$ cat config.mk
export PLATFORM = sky130hd
export DESIGN_NAME = sbas_top
export DESIGN_NICKNAME = d
export VERILOG_FILES = /design/src/hdl/sbas_pkg.sv /design/src/hdl/sbas_top.sv
export SDC_FILE = /design/constraint.sdc
export NUM_CORES = 2
export LEC_CHECK = 0
export BUFFER_PORTS_ARGS = -buffer_cell sky130_fd_sc_hd__buf_2
export CAP_MARGIN = 25
export CORE_ASPECT_RATIO = 1.5
export CORE_UTILIZATION = 55
export DETAILED_ROUTE_END_ITERATION = 8
export GPL_TIMING_DRIVEN = 0
export PLACE_DENSITY = 0.77
export SLEW_MARGIN = 20
export SYNTH_ARGS = -nofsm -noshare
export SYNTH_HDL_FRONTEND = slang
export SYNTH_SLANG_ARGS = --single-unit
$ cat constraint.sdc
create_clock -name i_clk -period 4.2 [get_ports i_clk]
set_input_delay 0.84 -clock i_clk [delete_from_list [all_inputs] [get_ports i_clk]]
set_output_delay 0.84 -clock i_clk [all_outputs]
set_load 0.01 [all_outputs]
$ cat src/hdl/sbas_pkg.sv
`default_nettype none
package sbas_pkg;
    localparam int VREG_WIDTH    = 64;
    localparam int VREG_ENTRIES  = 8;
    localparam int VREG_AW       = 3;
    localparam int LANE_WIDTH    = 8;
    localparam int LANE_COUNT    = 8;
    localparam int HALF_WIDTH    = 16;
    localparam int SCALAR_WIDTH  = 32;
    localparam int MEM_WIDTH_DEF = 64;
    localparam logic [VREG_WIDTH-1:0] VREG_RESET = 64'h0;
    localparam logic [SCALAR_WIDTH-1:0] RES_RESET = 32'h0;

    typedef enum logic [1:0] {
        SBAS_OP_NONE = 2'h0,
        SBAS_OP_VEC_ADD = 2'h1,
        SBAS_OP_HADD = 2'h3,
        SBAS_OP_HSUB = 2'h2
    } sbas_op_type;

    typedef struct packed {
        logic                     valid;
        sbas_op_type              op;
        logic [VREG_AW-1:0]       vdst;
        logic [VREG_AW-1:0]       vsrc0;
        logic [VREG_AW-1:0]       vsrc1;
        logic [SCALAR_WIDTH-1:0]  a;
        logic [SCALAR_WIDTH-1:0]  b;
    } sbas_issue_type;
endpackage
`default_nettype wire

$ cat src/hdl/sbas_top.sv
// Behaviour
// - An eight-entry register file of 64-bit vectors holds eight packed byte lanes each.
// - The vector byte add sums eight byte lanes in parallel with no carry between lanes.
// - Lane i sits at bits 8i+7 to 8i in sources and the result alike.
// - Load and store width is 32, 64 or 128 bits, a whole vector per access at 64 and up.
// - The halfword unit adds b with carry zero when add is high, else ~b with carry one.
// - Dual halfword add puts the low-lane sum in 15:0 and the high-lane sum in 31:16.
// - Dual halfword subtract uses the same two units with add low, high over low.
// - One low and one high unit are shared by both halfword instructions, muxed by opcode.
`default_nettype none

////////////////////////////////////////////////////////////////////////////////
// One halfword add/subtract unit
module sbas_halfword_addsub_fn
    import sbas_pkg::*;
#(
    parameter int WIDTH = HALF_WIDTH
) (
    input  wire logic [WIDTH-1:0] i_a,
    input  wire logic [WIDTH-1:0] i_b,
    input  wire logic             i_add,
    output logic      [WIDTH-1:0] o_res
);
    logic [WIDTH-1:0] b_eff;
    logic             cin;

    // Subtract as add of the inverse, so one adder serves both
    always_comb begin
        b_eff = i_add ? i_b : ~i_b;
        cin   = ~i_add;
        o_res = i_a + b_eff + {{(WIDTH-1){1'b0}}, cin};
    end
endmodule

////////////////////////////////////////////////////////////////////////////////
module sbas_top
    import sbas_pkg::*;
#(
    parameter int MEM_WIDTH = MEM_WIDTH_DEF
) (
    input  wire logic                    i_clk,
    input  wire logic                    i_rst,
    input  wire sbas_issue_type          i_issue,
    input  wire logic                    i_commit,
    input  wire logic                    i_mem_load,
    input  wire logic [VREG_AW-1:0]      i_mem_reg,
    input  wire logic [MEM_WIDTH-1:0]    i_mem_rdata,
    output logic [MEM_WIDTH-1:0]         o_mem_wdata,
    output logic [SCALAR_WIDTH-1:0]      o_res,
    output logic                         o_res_valid,
    output logic [VREG_WIDTH-1:0]        o_vsum
);
    localparam int BEATS = (MEM_WIDTH >= VREG_WIDTH) ? 1 : VREG_WIDTH / MEM_WIDTH;

    ////////////////////////////////////////////////////////////////////////////////
    // Shared halfword units
    logic                    hadd_sel;
    logic [HALF_WIDTH-1:0]   lo_res;
    logic [HALF_WIDTH-1:0]   hi_res;

    // Only halfword add raises the select; subtract, vector add and idle leave it low
    always_comb begin
        hadd_sel = (i_issue.op == SBAS_OP_HADD);
    end

    // One unit per lane, both opcodes steered through it
    sbas_halfword_addsub_fn #(
        .WIDTH (HALF_WIDTH)
    ) shared_lane_low_unit (
        .i_a   (i_issue.a[HALF_WIDTH-1:0]),
        .i_b   (i_issue.b[HALF_WIDTH-1:0]),
        .i_add (hadd_sel),
        .o_res (lo_res)
    );

    sbas_halfword_addsub_fn #(
        .WIDTH (HALF_WIDTH)
    ) shared_lane_high_unit (
        .i_a   (i_issue.a[SCALAR_WIDTH-1:HALF_WIDTH]),
        .i_b   (i_issue.b[SCALAR_WIDTH-1:HALF_WIDTH]),
        .i_add (hadd_sel),
        .o_res (hi_res)
    );

    ////////////////////////////////////////////////////////////////////////////////
    // Vector register file and byte adder
    logic [VREG_WIDTH-1:0] vreg_q [VREG_ENTRIES];
    logic [VREG_WIDTH-1:0] vreg_d [VREG_ENTRIES];
    logic [VREG_WIDTH-1:0] vsum;
    logic [VREG_WIDTH-1:0] va;
    logic [VREG_WIDTH-1:0] vb;

    always_comb begin
        va = vreg_q[i_issue.vsrc0];
        vb = vreg_q[i_issue.vsrc1];
        for (int i = 0; i < LANE_COUNT; i++) begin
            // Truncation drops lane carry by construction
            vsum[i*LANE_WIDTH +: LANE_WIDTH] = va[i*LANE_WIDTH +: LANE_WIDTH]
                                             + vb[i*LANE_WIDTH +: LANE_WIDTH];
        end
    end

    // Narrow memory paths need several beats; wide ones move a vector at once
    logic [$clog2(BEATS+1)-1:0] beat_q;
    logic [$clog2(BEATS+1)-1:0] beat_d;
    logic [VREG_WIDTH-1:0]      load_vec;

    // Split at elaboration so no slice runs past the vector
    generate
        if (BEATS == 1) begin : g_wide
            always_comb begin
                load_vec                    = i_mem_rdata[VREG_WIDTH-1:0];
                o_mem_wdata                 = '0;
                o_mem_wdata[VREG_WIDTH-1:0] = vreg_q[i_mem_reg];
            end

            wide_load_a: assert property (@(posedge i_clk) disable iff (i_rst)
                i_mem_load |=> vreg_q[$past(i_mem_reg)] == $past(i_mem_rdata[VREG_WIDTH-1:0]))
                else $error("whole vector load missing");
        end else begin : g_narrow
            // Only loads advance the beat, so stores follow the last load
            always_comb begin
                load_vec = vreg_q[i_mem_reg];
                load_vec[beat_q*MEM_WIDTH +: MEM_WIDTH] = i_mem_rdata;
                o_mem_wdata = vreg_q[i_mem_reg][beat_q*MEM_WIDTH +: MEM_WIDTH];
            end
        end
    endgenerate

    always_comb begin
        for (int e = 0; e < VREG_ENTRIES; e++) begin
            vreg_d[e] = vreg_q[e];
        end
        beat_d = beat_q;
        if (i_commit && i_issue.valid && i_issue.op == SBAS_OP_VEC_ADD) begin
            vreg_d[i_issue.vdst] = vsum;
        end
        // Load last, so it wins over a same-cycle vector add
        if (i_mem_load) begin
            vreg_d[i_mem_reg] = load_vec;
            if (BEATS > 1) begin
                beat_d = (beat_q == BEATS - 1) ? '0 : beat_q + 1'b1;
            end
        end
    end

    ////////////////////////////////////////////////////////////////////////////////
    // Scalar result, valid flag and vector sum registers
    logic [SCALAR_WIDTH-1:0] res_q;
    logic [SCALAR_WIDTH-1:0] res_d;
    logic                    rv_q;
    logic                    rv_d;
    logic [VREG_WIDTH-1:0]   vsum_q;
    logic [VREG_WIDTH-1:0]   vsum_d;
    logic                    is_half;

    always_comb begin
        is_half = i_issue.op == SBAS_OP_HADD || i_issue.op == SBAS_OP_HSUB;
        res_d   = res_q;
        vsum_d  = vsum_q;
        rv_d    = i_commit && i_issue.valid && i_issue.op != SBAS_OP_NONE;
        if (i_commit && i_issue.valid && is_half) begin
            res_d = {hi_res, lo_res};
        end
        if (i_commit && i_issue.valid && i_issue.op == SBAS_OP_VEC_ADD) begin
            vsum_d = vsum;
        end
    end

    always_ff @(posedge i_clk) begin
        if (i_rst) begin
            for (int e = 0; e < VREG_ENTRIES; e++) begin
                vreg_q[e] <= VREG_RESET;
            end
            beat_q <= '0;
            res_q  <= RES_RESET;
            rv_q   <= 1'b0;
            vsum_q <= VREG_RESET;
        end else begin
            vreg_q <= vreg_d;
            beat_q <= beat_d;
            res_q  <= res_d;
            rv_q   <= rv_d;
            vsum_q <= vsum_d;
        end
    end

    assign o_res       = res_q;
    assign o_res_valid = rv_q;
    assign o_vsum      = vsum_q;

    ////////////////////////////////////////////////////////////////////////////////
    // Checks
    logic com;
    assign com = i_commit && i_issue.valid;

    hadd_pack_a: assert property (@(posedge i_clk) disable iff (i_rst)
        com && i_issue.op == SBAS_OP_HADD |=> o_res ==
        {$past(i_issue.a[31:16]) + $past(i_issue.b[31:16]),
         $past(i_issue.a[15:0]) + $past(i_issue.b[15:0])})
        else $error("halfword add result wrong");
    hsub_pack_a: assert property (@(posedge i_clk) disable iff (i_rst)
        com && i_issue.op == SBAS_OP_HSUB |=> o_res ==
        {$past(i_issue.a[31:16]) - $past(i_issue.b[31:16]),
         $past(i_issue.a[15:0]) - $past(i_issue.b[15:0])})
        else $error("halfword subtract result wrong");
    sel_carry_a: assert property (@(posedge i_clk) disable iff (i_rst)
        (i_issue.op == SBAS_OP_HADD) ?
            (16'(lo_res - i_issue.b[15:0]) == i_issue.a[15:0]) :
            (16'(lo_res + i_issue.b[15:0]) == i_issue.a[15:0]))
        else $error("low unit select or carry wrong");
    shared_mux_a: assert property (@(posedge i_clk) disable iff (i_rst)
        (i_issue.op == SBAS_OP_HADD) ?
            (16'(hi_res - i_issue.b[31:16]) == i_issue.a[31:16]) :
            (16'(hi_res + i_issue.b[31:16]) == i_issue.a[31:16]))
        else $error("high unit operand mux wrong");
    lane0_sum_a: assert property (@(posedge i_clk) disable iff (i_rst)
        com && i_issue.op == SBAS_OP_VEC_ADD |=> o_vsum[7:0] ==
        8'($past(va[7:0]) + $past(vb[7:0])))
        else $error("lane zero sum wrong");
    lane7_sum_a: assert property (@(posedge i_clk) disable iff (i_rst)
        com && i_issue.op == SBAS_OP_VEC_ADD |=> o_vsum[63:56] ==
        8'($past(va[63:56]) + $past(vb[63:56])))
        else $error("lane seven sum wrong");
    vreg_write_a: assert property (@(posedge i_clk) disable iff (i_rst)
        com && i_issue.op == SBAS_OP_VEC_ADD && !i_mem_load
        |=> vreg_q[$past(i_issue.vdst)] == o_vsum)
        else $error("vector write back missing");
    one_cycle_a: assert property (@(posedge i_clk) disable iff (i_rst)
        o_res_valid == $past(com && i_issue.op != SBAS_OP_NONE))
        else $error("result valid timing wrong");
    hold_res_a: assert property (@(posedge i_clk) disable iff (i_rst)
        !(com && is_half) |=> $stable(o_res))
        else $error("result changed without commit");

    vec_add_c: cover property (@(posedge i_clk) com && i_issue.op == SBAS_OP_VEC_ADD);
    hadd_c: cover property (@(posedge i_clk) com && i_issue.op == SBAS_OP_HADD);
    hsub_c: cover property (@(posedge i_clk) com && i_issue.op == SBAS_OP_HSUB);
    load_c: cover property (@(posedge i_clk) i_mem_load ##1 com && i_issue.op == SBAS_OP_VEC_ADD);
endmodule
`default_nettype wire

==> flow_metrics.env, run 1 <==
export IMPL_status="stopped before the end"
export IMPL_flow_stopped_at="global routing (5_1_grt)"
export IMPL_stop_error="[ERROR GRT-0116] Global routing finished with congestion. Check the congestion regions in the DRC Viewer."
export IMPL_ys_ff_latch=609
export IMPL_synth_area_leaders="dfxtp_1 (30%), mux4_2 (14%), nor2_1 (7.8%)"
export IMPL_ys_top_cells_by_count="nor2_1 (844), dfxtp_1 (609), nand2_1 (379)"
export IMPL_grt_pass1_vias=48068
export IMPL_syn_cell_area_um2=40800
export IMPL_die_w_um=224
export IMPL_clockBufferDepth=3
export IMPL_syn_inst=4816
export IMPL_yosysUniqueCellTypes=69
export IMPL_grt_ovfl_total=29
export IMPL_place_inst=6084
export IMPL_place_gp_congestion=1.18
export IMPL_seq_area_frac_synth_pct=29.9
export IMPL_gr_usage_all_layers_pct=73.5
export IMPL_rows=122
export IMPL_yosysMostFrequentCell="nor2_1"
export IMPL_synthFlopType="dfxtp_1"
export IMPL_numCtsBuffers=66
export IMPL_synth_edf_count=0
export IMPL_cts_root_buf="clkbuf_16"
export IMPL_grt_max_degree=15
export IMPL_yosysTopAreaCell="dfxtp_1"
export IMPL_grt_pass1_wl_um=388000
export IMPL_synth_top_area_share_pct=29.9
export IMPL_dieHeight_um=336
export IMPL_initial_core_util_pct=55.5
export IMPL_port_buffers=254
export IMPL_hold_buffers=0
export IMPL_ioPinCount=308
export IMPL_htree_levels=3
export IMPL_synth_nets=5057
export IMPL_yosys_warnings=0
export IMPL_avgSynthCellArea_um2=8.47
export IMPL_dpl_cell_area_um2=43800
export IMPL_clkSinkCount=609
export IMPL_dpl_hpwl_um=186000
export IMPL_ys_async_sr_fraction_pct=0
==> logic make-up after synthesis <==
group,synth area share [%]
AOI/OAI and AO/OA,20.9
xor gates and xnor gates,2.12
adders and majority gates,3.07
buffers and inverters,5.60
DFF,29.9
muxes,22.3
and+or+nand+nor,16.1
==> metrics by stage <==
stage / hold slack, ps / utilization (%) / setup slack [ps]
after floorplan: 475 / - / -28.9
after global placement: 436 / 58.9 / -3620
after CTS: 449 / 63.6 / 6.85
after detailed placement: 441 / 59.6 / -2800
==> timing repair <==
item / CTS
pin swaps: 9
buffers inserted: 16
resized for setup: 206
setup endpoints to repair: 595
==> layer usage <==
metal	global-route usage, %	overflow
met3	56.8	0
met4	72.8	14
met2	91.6	15
met1	73.2	0
met5	25.2	0
==> inputs of run 2 (changes only) <==
--- a/config.mk
+++ b/config.mk
@@ -7,11 +7,10 @@
 export LEC_CHECK = 0
 export BUFFER_PORTS_ARGS = -buffer_cell sky130_fd_sc_hd__buf_2
 export CAP_MARGIN = 25
-export CORE_ASPECT_RATIO = 1.5
-export CORE_UTILIZATION = 55
+export CORE_UTILIZATION = 40
 export DETAILED_ROUTE_END_ITERATION = 8
 export GPL_TIMING_DRIVEN = 0
-export PLACE_DENSITY = 0.77
+export PLACE_DENSITY_LB_ADDON = 0.15
 export SLEW_MARGIN = 20
 export SYNTH_ARGS = -nofsm -noshare
 export SYNTH_HDL_FRONTEND = slang
==> constraint.sdc (replaced) <==
create_clock -name i_clk -period 5.5 [get_ports i_clk]
set_input_delay 1.1 -clock i_clk [delete_from_list [all_inputs] [get_ports i_clk]]
set_output_delay 1.1 -clock i_clk [all_outputs]
set_load 0.01 [all_outputs]
==> run 2 against run 1 <==
Against the previous run:
- the flow now finishes, with violations (negative setup slack)
- synthesized cell count is the same
- area after synthesis did not move
==> flow_metrics.env, run 2 <==
export IMPL_synth_nets=5057
export IMPL_grt_pass1_vias=42537
export IMPL_seq_area_frac_synth_pct=29.9
export IMPL_drt_iter0_drc=9138
export IMPL_clkSinkCount=609
export IMPL_cts_root_buf="clkbuf_16"
export IMPL_coreArea_um2=101000
export IMPL_grt_ovfl_total=0
export IMPL_dp_worst_setup_slack_ps=-1480
export IMPL_avgRoutedWirePerCell_um=41.7
export IMPL_dieArea_um2=103000
export IMPL_regMostFlops="vreg_q"
export IMPL_place_gp_congestion=1.10
export IMPL_wl_um=278000
export IMPL_first_pass_iters=9
export IMPL_ys_ff_latch=609
export IMPL_hold_buffers=0
export IMPL_synth_top_area_share_pct=29.9
export IMPL_syn_cell_area_um2=40800
export IMPL_synth_edf_count=0
export IMPL_die_w_um=321
export IMPL_maxSlewViolCount=0
export IMPL_status="finished with violations"
export IMPL_dieHeight_um=321
export IMPL_critPathCaptureType="primary output"
export IMPL_slowest_delay_ps=780
export IMPL_ys_async_sr_fraction_pct=0
export IMPL_critPathSlowestCell="clkbuf_2"
export IMPL_htree_levels=3
export IMPL_synth_area_leaders="dfxtp_1 (30%), mux4_2 (14%), nor2_1 (7.8%)"
export IMPL_crit_required_ps=4400
export IMPL_setup_viol=66
export IMPL_yosysMostFrequentCell="nor2_1"
export IMPL_ir_drop_mv=0.224
export IMPL_grt_pass1_wl_um=366000
export IMPL_failed_checks="negative setup slack"
export IMPL_numCtsBuffers=77
export IMPL_crit_type="in2out"
export IMPL_drc=0
export IMPL_vias=48284
export IMPL_arrival_ps=4710
export IMPL_stdcell_count=6659
export IMPL_cp_start_kind="input pin"
export IMPL_hold_slack_ps=447
export IMPL_finClkSkew_ps=35.0
export IMPL_grt_max_degree=14
export IMPL_synthFlopType="dfxtp_1"
export IMPL_hp_class="reg2reg"
export IMPL_yosysUniqueCellTypes=69
export IMPL_vias_per_cell=7.25
export IMPL_initial_core_util_pct=40.6
export IMPL_rows=116
export IMPL_worst_slack_ps=-306
export IMPL_avgSynthCellArea_um2=8.47
export IMPL_place_inst=6485
export IMPL_final_common_cell="nor2_1"
export IMPL_dpl_hpwl_um=196000
export IMPL_yosys_warnings=0
export IMPL_post_route_util_pct=47.6
export IMPL_syn_inst=4816
export IMPL_ys_top_cells_by_count="nor2_1 (844), dfxtp_1 (609), nand2_1 (379)"
export IMPL_clockBufferDepth=3
export IMPL_clk_pin_slew_ps=60
export IMPL_antenna_found_initial=34
export IMPL_drv_cap=0
export IMPL_rsz0062_at_grt="no"
export IMPL_insertion_delay_ps=710
export IMPL_postRouteAntennaNets=0
export IMPL_largest_reg_flops=512
export IMPL_cp_cell_sequence="buf_2 > clkbuf_1 > nor2_1 > clkbuf_2 > buf_2 > a22oi_1 > o22ai_1 > buf_2"
export IMPL_crit_path_max_fanout=11
export IMPL_min_period_ps=5810
export IMPL_gr_usage_all_layers_pct=52.1
export IMPL_port_buffers=254
export IMPL_final_layout_size_suffix_gt1_share_pct=21.4
export IMPL_ioPinCount=308
export IMPL_relSlewSlack_pct=12.6
export IMPL_yosysTopAreaCell="dfxtp_1"
export IMPL_syn_to_final_growth_pct=17.2
export IMPL_fillers=9951
export IMPL_tightest_slew_ps=1310
export IMPL_crit_path_frequent_cell="buf_2"
export IMPL_p_leak_uw=0.0184
export IMPL_finalPower_uw=13100
export IMPL_p_per_area_nw_per_um2=274
export IMPL_min_period_over_period_pct=106
export IMPL_fmax_ghz=0.172
export IMPL_hold_violations=0
export IMPL_final_cell_mix="nor2_1 (843), dfxtp_1 (609), nand2_1 (379), o21ai_0 (308), buf_2 (306)"
export IMPL_nets=5454
export IMPL_cts_tree="done"
## run 2: final cells by class
| cell class | instances | area, um^2 | share of cell area [%] |
|---|---|---|---|
| antenna | 26 | 65.1 | 0.136 |
| buffer | 509 | 2160 | 4.51 |
| clock buffer | 108 | 2200 | 4.59 |
| clock inverter | 34 | 440 | 0.921 |
| inverter | 79 | 297 | 0.620 |
| multi-input combinational | 3616 | 26500 | 55.5 |
| sequential | 609 | 12200 | 25.5 |
| tap | 1357 | 1700 | 3.55 |
| timing repair buffer | 321 | 2250 | 4.71 |
## run 2: per-stage QoR
| step | setup TNS, ps | instance area, um^2 |
|---|---|---|
| floorplan | 0 | 40800 |
| global route | 0 | 47800 |
| detailed placement | -225240 | 44900 |
| CTS | 0 | 47600 |
| finish | -5300 | 47800 |
| global placement | -725390 | 43800 |
## run 2: cell families after synthesis
logic type | count (synthesis) | synth area share, %
buffers and inverters | 591 | 5.60
AND/OR/NAND/NOR | 1583 | 16.1
XOR/XNOR | 92 | 2.12
adder cells (fa/ha/maj) | 94 | 3.07
multiplexers | 561 | 22.3
AO/OA/AOI/OAI | 1286 | 20.9
flip-flops | 609 | 29.9
## run 2: worst max-delay path: cells and delay by family
kind / cells / cell delay [ps]
AOI/OAI and AO/OA: 2 / 610
buffers and inverters: 5 / 2360
and+or+nand+nor: 1 / 620
## run 2: path summary, 6_finish.rpt
check,start,to,slack (ps),cells past startpoint
hold / removal,o_res[7],o_res[7],450,2
setup reg to reg,vreg_q[228],o_vsum[39],1370,11
hold reg to reg,o_res[7],o_res[7],450,2
setup / recovery,i_mem_reg[2],o_mem_wdata[22],-310,8
## run 2: repair_timing
action,CTS,global route
pin swaps,1,2
gates resized for setup,17,31
setup buffers,2,2
setup endpoints to repair,141,214
## run 2: layer usage
metal / part of all wire (%) / wire length (um) / global-route usage [%] / vias up
met3: 17 / 46500 / 27.9 / 1449
li1: - / - / - / 18587
met5: 0.31 / 850 / 0.851 / -
met4: 9.7 / 27100 / 40.5 / 32
met2: 38 / 105000 / 68.5 / 4895
met1: 35 / 98100 / 62.4 / 23321
## run 2: power breakdown
| part | switching, uW | internal [uW] |
|---|---|---|
| clock network | 2380 | 3220 |
| logic | 1900 | 841 |
| registers | 174 | 4570 |
Power figures use the tool's default switching activity.
